--- config.mk ---
export PLATFORM = sky130hd
export DESIGN_NAME = art_timer
export DESIGN_NICKNAME = d
export VERILOG_FILES = /design/src/art_pkg.sv /design/src/art_prescaler.sv /design/src/art_timer.sv
export SDC_FILE = /design/constraint.sdc
export NUM_CORES = 1
export LEC_CHECK = 0
export ABC_AREA = 1
export BUFFER_PORTS_ARGS = -buffer_cell sky130_fd_sc_hd__buf_2
export CAP_MARGIN = 5
export CELL_PAD_IN_SITES_DETAIL_PLACEMENT = 1
export CELL_PAD_IN_SITES_GLOBAL_PLACEMENT = 1
export CORE_MARGIN = 2
export CORE_UTILIZATION = 40
export CTS_CLUSTER_DIAMETER = 80
export DETAILED_ROUTE_END_ITERATION = 12
export PLACE_DENSITY_LB_ADDON = 0.2
export RECOVER_POWER = 25
export SKIP_LAST_GASP = 1
export SYNTH_ARGS = -nofsm -noshare
export SYNTH_HDL_FRONTEND = slang
export SYNTH_HIERARCHICAL = 1
export SYNTH_SLANG_ARGS = --single-unit
--- constraint.sdc ---
create_clock -name clk_sys -period 2.3 [get_ports clk_sys]
set_input_delay 0.115 -clock clk_sys [delete_from_list [all_inputs] [get_ports clk_sys]]
set_output_delay 0.115 -clock clk_sys [all_outputs]
set_load 0.1 [all_outputs]
--- src/art_pkg.sv ---
// Package for the 16-bit auto-reload timer: offsets, fields, resets, counts.
// Assumes an 8-bit special function register port from the processor core.
package art_pkg;
    localparam logic [7:0] ADDR_CONTROL = 8'h91;
    localparam logic [7:0] ADDR_RELOAD_LOW = 8'h92;
    localparam logic [7:0] ADDR_RELOAD_HIGH = 8'h93;
    localparam logic [7:0] ADDR_COUNT_LOW = 8'h94;
    localparam logic [7:0] ADDR_COUNT_HIGH = 8'h95;
    localparam int BIT_OVERFLOW = 7;
    localparam int BIT_RUN = 2;
    localparam int BIT_CLOCK_SELECT = 1;
    localparam logic [7:0] RESET_BYTE = 8'h00;
    localparam logic [15:0] COUNT_ALL_ONES = 16'hFFFF;
    localparam int PRESCALE_DIVIDE = 12;
    localparam logic [3:0] PRESCALE_LAST = 4'(PRESCALE_DIVIDE - 1);
endpackage

--- src/art_prescaler.sv ---
// Tick source for the timer: system clock undivided or divided by twelve.
// Assumes one clock domain and a synchronous, active-high reset.
`timescale 1ns/1ns
module art_prescaler (
    // Clock and reset.
    input wire logic clk_sys,
    input wire logic reset,
    // Control.
    input wire logic run,
    input wire logic undivided,
    // Tick out.
    output logic tick
);
    logic [3:0] div_reg;
    logic [3:0] div_next;
    wire div_wrap = (div_reg == art_pkg::PRESCALE_LAST);

    // The divider is cleared while stopped so a restart begins a full period.
    assign div_next = (!run || div_wrap) ? 4'h0 : div_reg + 4'h1;
    assign tick = run && (undivided || div_wrap);

    always_ff @(posedge clk_sys) begin
        if (reset) begin
            div_reg <= 4'h0;
        end else begin
            div_reg <= div_next;
        end
    end
endmodule

--- src/art_timer.sv ---
// 16-bit auto-reload timer with its control, reload and count registers.
// Assumes a single-cycle special function register port from the core.
`timescale 1ns/1ns
module art_timer (
    // Clock and reset.
    input wire logic clk_sys,
    input wire logic reset,
    // Special function register port.
    input wire logic [7:0] sfr_addr,
    input wire logic sfr_write,
    input wire logic [7:0] sfr_wdata,
    output logic [7:0] sfr_rdata,
    // Interrupt.
    input wire logic interrupt_enable,
    output logic interrupt_request,
    // Overflow event to other blocks.
    output logic overflow_pulse
);
    logic overflow_flag_reg;
    logic run_control_reg;
    logic clock_divide_select_reg;
    logic [7:0] reload_low_reg;
    logic [7:0] reload_high_reg;
    logic [15:0] count_reg;
    logic [15:0] count_next;
    logic overflow_flag_next;
    logic tick;

    wire wr_control = sfr_write && (sfr_addr == art_pkg::ADDR_CONTROL);
    wire wr_rl_low = sfr_write && (sfr_addr == art_pkg::ADDR_RELOAD_LOW);
    wire wr_rl_high = sfr_write && (sfr_addr == art_pkg::ADDR_RELOAD_HIGH);
    wire wr_cnt_low = sfr_write && (sfr_addr == art_pkg::ADDR_COUNT_LOW);
    wire wr_cnt_high = sfr_write && (sfr_addr == art_pkg::ADDR_COUNT_HIGH);

    art_prescaler u_prescaler (
        .clk_sys(clk_sys),
        .reset(reset),
        .run(run_control_reg),
        .undivided(clock_divide_select_reg),
        .tick(tick)
    );

    wire roll_over = tick && (count_reg == art_pkg::COUNT_ALL_ONES);
    wire [15:0] reload_value = {reload_high_reg, reload_low_reg};
    wire [15:0] count_step = roll_over ? reload_value : count_reg + 16'h0001;

    // A software write to a count byte wins over the tick in that cycle.
    always_comb begin
        count_next = tick ? count_step : count_reg;
        if (wr_cnt_low) begin
            count_next[7:0] = sfr_wdata;
        end
        if (wr_cnt_high) begin
            count_next[15:8] = sfr_wdata;
        end
    end

    // Hardware or a control write sets the flag; a hardware set in the same cycle beats a clear.
    assign overflow_flag_next = roll_over ? 1'b1 :
        (wr_control ? sfr_wdata[art_pkg::BIT_OVERFLOW] : overflow_flag_reg);

    always_ff @(posedge clk_sys) begin
        if (reset) begin
            overflow_flag_reg <= 1'b0;
            run_control_reg <= 1'b0;
            clock_divide_select_reg <= 1'b0;
            reload_low_reg <= art_pkg::RESET_BYTE;
            reload_high_reg <= art_pkg::RESET_BYTE;
            count_reg <= {art_pkg::RESET_BYTE, art_pkg::RESET_BYTE};
            overflow_pulse <= 1'b0;
        end else begin
            overflow_flag_reg <= overflow_flag_next;
            overflow_pulse <= roll_over;
            count_reg <= count_next;
            if (wr_control) begin
                run_control_reg <= sfr_wdata[art_pkg::BIT_RUN];
                clock_divide_select_reg <=
                    sfr_wdata[art_pkg::BIT_CLOCK_SELECT];
            end
            if (wr_rl_low) begin
                reload_low_reg <= sfr_wdata;
            end
            if (wr_rl_high) begin
                reload_high_reg <= sfr_wdata;
            end
        end
    end

    assign interrupt_request = overflow_flag_reg && interrupt_enable;

    // Unused control bits are simply never stored, so they read as zero.
    wire [7:0] control_read = {overflow_flag_reg, 4'h0, run_control_reg,
        clock_divide_select_reg, 1'b0};

    always_comb begin
        case (sfr_addr)
            art_pkg::ADDR_CONTROL: sfr_rdata = control_read;
            art_pkg::ADDR_RELOAD_LOW: sfr_rdata = reload_low_reg;
            art_pkg::ADDR_RELOAD_HIGH: sfr_rdata = reload_high_reg;
            art_pkg::ADDR_COUNT_LOW: sfr_rdata = count_reg[7:0];
            art_pkg::ADDR_COUNT_HIGH: sfr_rdata = count_reg[15:8];
            default: sfr_rdata = 8'h00;
        endcase
    end
endmodule

# Yosys cells after proc, flatten, opt, wreduce, memory -nomap -nowiden
# Cells that the tools add are included.
classes:
  div_mod_pow: 0
  shift: 0
  n_mul: 0
  eq_ne: 7
  mux: 7
  bitwise: 0
  n_reduce_logical: 15
  addsub: 2
  n_lt_le_gt_ge: 0
ops:
  columns: ["op", "n"]
  rows:
  - ["8-bit == test (second input constant)", 5]
  - ["8-bit one-hot mux with 5 select lines", 1]
  - ["16-bit 2-to-1 mux", 2]
  - ["16-bit by 1-bit adder with 16-bit output (second input constant)", 1]
  - ["16-bit == test (second input constant)", 1]
  - ["8-bit 2-to-1 mux", 2]
  - ["1-bit logical AND", 8]
  - ["2-bit nonzero test", 3]
  - ["4-bit by 1-bit adder with 4-bit output (second input constant)", 1]
  - ["4-bit == test (second input constant)", 1]
  - ["1-bit logical OR", 2]
  - ["1-bit 2-to-1 mux", 2]
  - ["2-bit OR reduction", 1]
  - ["1-bit zero test", 1]
word_totals:
  mem_count: 0
  out_inout_bits: 10
  mem_bits_rw: 0
  reg_bits: 40
  rom_bits: 0
  latch_bits: 0

# Depth between registers and ports, before layout
logic_depth:
  word_depth: 7
  depth_mapped: 11
  mapped_depth_nobuf: 10

# Hierarchy
# The synthesis kept the hierarchy.
modules_own_cells:
  columns: ["mod", "instances", "cells_each", "area_per_inst_um2"]
  rows:
  - ["art_timer", 1, 390, 2498.6]
  - ["art_prescaler", 1, 22, 187.7]

# Least setup slack after synthesis
# Ideal clock, no wire load.
synth_path:
  kind: "input-to-output"
  from: "input sfr_addr[3]"
  to: "output sfr_rdata[1]"
  stages: 3
  setup_slack_ns: -0.528
  arrival_ns: 2.713
  t_required_ns: 2.185
  n_path_buf: 0
  cell_sequence: "nor2_1 -> nand4_4 -> o21ai_0"
synth_between:
  elab_chain_cells: 2
  word_cells_on_any_way: 6
  classes_between: "eq/ne: 5; mux: 1"
synth_lines:
  columns: ["item", "line", "text"]
  rows:
  - ["from (decl)", "art_timer.sv:9", "input wire logic [7:0] sfr_addr,"]
  - ["8-bit == test", "art_timer.sv:96", "case (sfr_addr)"]
  - ["8-bit one-hot mux with 5 select lines (*)", "art_timer.sv:96", null]
  - ["to (decl)", "art_timer.sv:12", "output logic [7:0] sfr_rdata,"]
# Every way passes the cells marked *; elsewhere a longest branch is shown, timed or not.

# Final worst setup path
layout_path:
  from: "register u_prescaler.div_reg[0]"
  to: "register count_reg[1]"
layout_between:
  elab_chain_cells: 7
  word_cells_on_any_way: 8
  classes_between: "eq/ne: 1; mux: 3; reduce/logical: 4"
layout_lines:
  columns: ["item", "line", "text"]
  rows:
  - ["from (decl)", "art_prescaler.sv:14", "logic [3:0] div_reg;"]
  - ["from (signal assigned)", "art_prescaler.sv:26", "div_reg <= div_next;"]
  - ["4-bit == test (*)", "art_prescaler.sv:16", "wire div_wrap = (div_reg == art_pkg::PRESCALE_LAST);"]
  - ["1-bit logical OR (*)", "art_prescaler.sv:20", "assign tick = run && (undivided || div_wrap);"]
  - ["1-bit logical AND (*)", "art_prescaler.sv:20", null]
  - ["via tick", "art_timer.sv:27", "logic tick;"]
  - ["1-bit logical AND", "art_timer.sv:43", "wire roll_over = tick && (count_reg == art_pkg::COUNT_ALL_ONES);"]
  - ["16-bit 2-to-1 mux", "art_timer.sv:45", "wire [15:0] count_step = roll_over ? reload_value : count_reg + 16'h0001;"]
  - ["16-bit 2-to-1 mux", "art_timer.sv:49", "count_next = tick ? count_step : count_reg;"]
  - ["8-bit 2-to-1 mux", "art_timer.sv:50", "if (wr_cnt_low) begin"]
  - ["to (signal assigned)", "art_timer.sv:69", "count_reg <= {art_pkg::RESET_BYTE, art_pkg::RESET_BYTE};"]
  - ["to (signal assigned)", "art_timer.sv:74", "count_reg <= count_next;"]
  - ["to (decl)", "art_timer.sv:24", "logic [15:0] count_reg;"]
# The timed path passes the listed nets; every way through them passes the cells marked *. The select of a mux whose other input is x is not followed.
# A chain may end at the register's enable or synchronous reset.

==> results.sh <==
export IMPL_crit_family="simple AND/OR/NAND/NOR gates"
export IMPL_place_ws_ps=66.93
export IMPL_syn2layout_area_growth_pct=13.27
export IMPL_required_ps=2470
export IMPL_initial_utilization_pct=41.83
export IMPL_root_buffer="clkbuf_8"
export IMPL_yosys_warnings=6
export IMPL_slew_headroom_pct=23.00
export IMPL_final_setup_viol_count=0
export IMPL_hold_violations=0
export IMPL_vdd_drop_max_uv=235.1
export IMPL_fillers=882
export IMPL_fmax_ghz=0.4772
export IMPL_min_path_cells=3
export IMPL_dieArea_um2=7387
export IMPL_avgSynthCellArea_um2=6.520
export IMPL_placementRows=29
export IMPL_drtAntennaViolNets=0
export IMPL_clkLatencyLatePin_ps=310
export IMPL_synth_cell_types=31
export IMPL_cp_slowest_stage_delay_ps=380
export IMPL_clock_sinks=40
export IMPL_p_leak_nw=1.218
export IMPL_comb_power_share_pct=5.1
export IMPL_pwr_share_clk_pct=46.0
export IMPL_post_cts_resized=0
export IMPL_sequentialPowerShare_pct=48.8
export IMPL_port_buffers=29
export IMPL_start_kind="register"
export IMPL_drt_iter0_drc=163
export IMPL_largest_register_ffs=16
export IMPL_wire_per_inst_um=18.07
export IMPL_clk_path_buf_depth=2
export IMPL_p_total_mw=1.421
export IMPL_holdWs_ps=89.30
export IMPL_fp_coreArea_um2=6422
export IMPL_crit_arrival_ps=2260
export IMPL_crit_type="register to register"
export IMPL_skew_ps=9.748
export IMPL_path_cells="ha_1, nand3_2, a21oi_1, nand3_1, nor2_4, inv_1, nor2_4, buf_4, nand2_1, nand3_1, a21oi_1"
export IMPL_drv_cap=0
export IMPL_first_pass_iters=5
export IMPL_layout_drive_gt1_share_pct=16.44
export IMPL_gr_usage_all_layers_pct=26.24
export IMPL_via_per_inst=5.614
export IMPL_end_kind="register"
export IMPL_switchingPower_mw=0.3245
export IMPL_path_clk_slew_ps=90
export IMPL_min_period_ps=2096
export IMPL_p_sw_share_pct=22.83
export IMPL_numCtsBuffers=5
export IMPL_final_setup_worst_slack_ps=204.5
export IMPL_synthCells=412
export IMPL_run_status="completed"
export IMPL_ios=30
export IMPL_yosysSeqAreaShare_pct=29.81
export IMPL_postCtsHoldBufs=0
export IMPL_grt_overflow=0
export IMPL_grt_pass1_wl_um=14920
export IMPL_vias=2925
export IMPL_placed_cells=511
export IMPL_drc=0
export IMPL_critical_path_depth=11
export IMPL_tightest_slew_ps=1160
export IMPL_hp_class="input port to register"
export IMPL_r2r_cells=11
export IMPL_antenna_cells=0
export IMPL_layout_nets=465
export IMPL_drt_wl_total_um=9415
export IMPL_grt_pass1_vias=2898
export IMPL_final_cells=521
export IMPL_hpwl_um=6863
export IMPL_cts_tree="yes"
export IMPL_place_gp_congestion=0.9014
export IMPL_fin_tns_setup_ps=0
export IMPL_synth_area_um2=2686
export IMPL_grt_max_degree=22
export IMPL_die_h_um=85.95
export IMPL_fin_crit_sh_pct=91.11
export IMPL_worst_path_max_fanout=4
export IMPL_synth_seq_cells=40
export IMPL_final_cell_mix="77 x inv_1, 74 x nand2_1, 54 x nand3_1, 40 x dfxtp_1, 38 x a21oi_1"
export IMPL_final_common_cell="inv_1"
export IMPL_p_int_mw=1.097
export IMPL_cts_htree_levels=2
export IMPL_critPathSlowestCell="dfxtp_1"
export IMPL_worst_path_buf_inv=2
export IMPL_die_w_um=85.95
export IMPL_synthesis_nets=434
export IMPL_report_final_slew_viol_count=0
export IMPL_antenna_found_initial=0
export IMPL_power_density_nw_per_um2=467.0
export IMPL_rsz0062_at_grt="false"
[synth_stat cells]
| master | instances | area, um^2 |
|---|---|---|
| o22ai_1 | 7 | 43.79 |
| a21oi_1 | 38 | 190.2 |
| nand4_4 | 1 | 21.27 |
| nand2_4 | 3 | 33.78 |
| o221ai_1 | 2 | 17.52 |
| nor2_2 | 5 | 31.28 |
| ha_1 | 2 | 25.02 |
| a21oi_2 | 1 | 8.760 |
| nor2_4 | 8 | 90.09 |
| buf_2 | 3 | 15.01 |
| or2_2 | 3 | 18.77 |
| buf_1 | 1 | 3.750 |
| o2111ai_1 | 1 | 8.760 |
| buf_6 | 4 | 45.04 |
| dfxtp_1 | 40 | 800.8 |
| buf_4 | 1 | 7.510 |
| nor2_8 | 1 | 20.02 |
| inv_2 | 3 | 11.26 |
| nand3_2 | 6 | 60.06 |
| xnor2_1 | 2 | 17.52 |
| clkbuf_1 | 3 | 11.26 |
| nand2_1 | 72 | 270.3 |
| nand4_1 | 11 | 68.82 |
| o21ai_0 | 25 | 125.1 |
| nor3_1 | 1 | 5.000 |
| o21ai_1 | 12 | 60.06 |
| nand2_2 | 5 | 31.28 |
| nor2_1 | 18 | 67.56 |
| xor2_1 | 2 | 17.52 |
| nand3_1 | 54 | 270.3 |
| inv_1 | 77 | 289.0 |
[what timing repair did]
item                                    CTS  global route
setup buffers                             0             2
endpoints found under the setup margin    1            15
pin swaps                                 1             1
[power by group through the flow]
stage                     sequential [mW]  clock, mW  combinational [mW]
final                               0.694      0.654              0.0731
after detailed placement            0.710          0              0.0756
after CTS                           0.694      0.669              0.0758
after global placement              0.710          0              0.0747
after global routing                0.694      0.694              0.0792
after floorplan                     0.710          0              0.0379
[final cells by class]
cell class                 instances  area, um^2  area share (%)
tap                               77       96.34           3.166
multi-input combinational        280        1466           48.19
clock buffer                       7       96.34           3.166
timing repair buffer              36       252.7           8.306
sequential                        40       800.8           26.32
inverter                          80       300.3           9.868
clock inverter                     1       30.03          0.9868
[metal layers]
layer	vias to the layer above	wire, um	global-route usage (%)
met5	-	0	0
li1	1400	-	-
met4	0	223	7.792
met2	101	4325	43.41
met3	19	537	3.754
met1	1405	4329	35.35
[stage by stage]
stage                     cell area, um^2  utilization (%)
after floorplan                      2686                -
after global placement               2928            45.59
after detailed placement             2928            45.59
after CTS                            3054            47.56
after global routing                 3043            47.38
final                                3043            47.38
[tightest hold or removal path, cell delays in order]
cell,delay (ps)
buf_2,100
nand3_1,70
a21oi_1,60
[path summary, 6_finish.rpt]
path                                from                      to  slack, ps
hold reg to reg   u_prescaler/div_reg[0]  u_prescaler/div_reg[0]        470
setup reg to reg  u_prescaler/div_reg[0]            count_reg[1]        200
hold / removal              sfr_wdata[2]         run_control_reg         90
setup / recovery  u_prescaler/div_reg[0]            count_reg[1]        200
[logic make-up (layout without fill, tap and decap cells)]
| group | Yosys count | in the layout | synth area share, % |
|---|---|---|---|
| AND/OR/NAND/NOR | 188 | 188 | 36.80 |
| buffers and inverters | 92 | 124 | 14.25 |
| AO/OA/AOI/OAI | 86 | 86 | 16.91 |
| flip-flops | 40 | 40 | 29.81 |
| XOR/XNOR | 4 | 4 | 1.304 |
| adder cells (fa/ha/maj) | 2 | 2 | 0.9314 |
(Power assumes the default switching activity.)
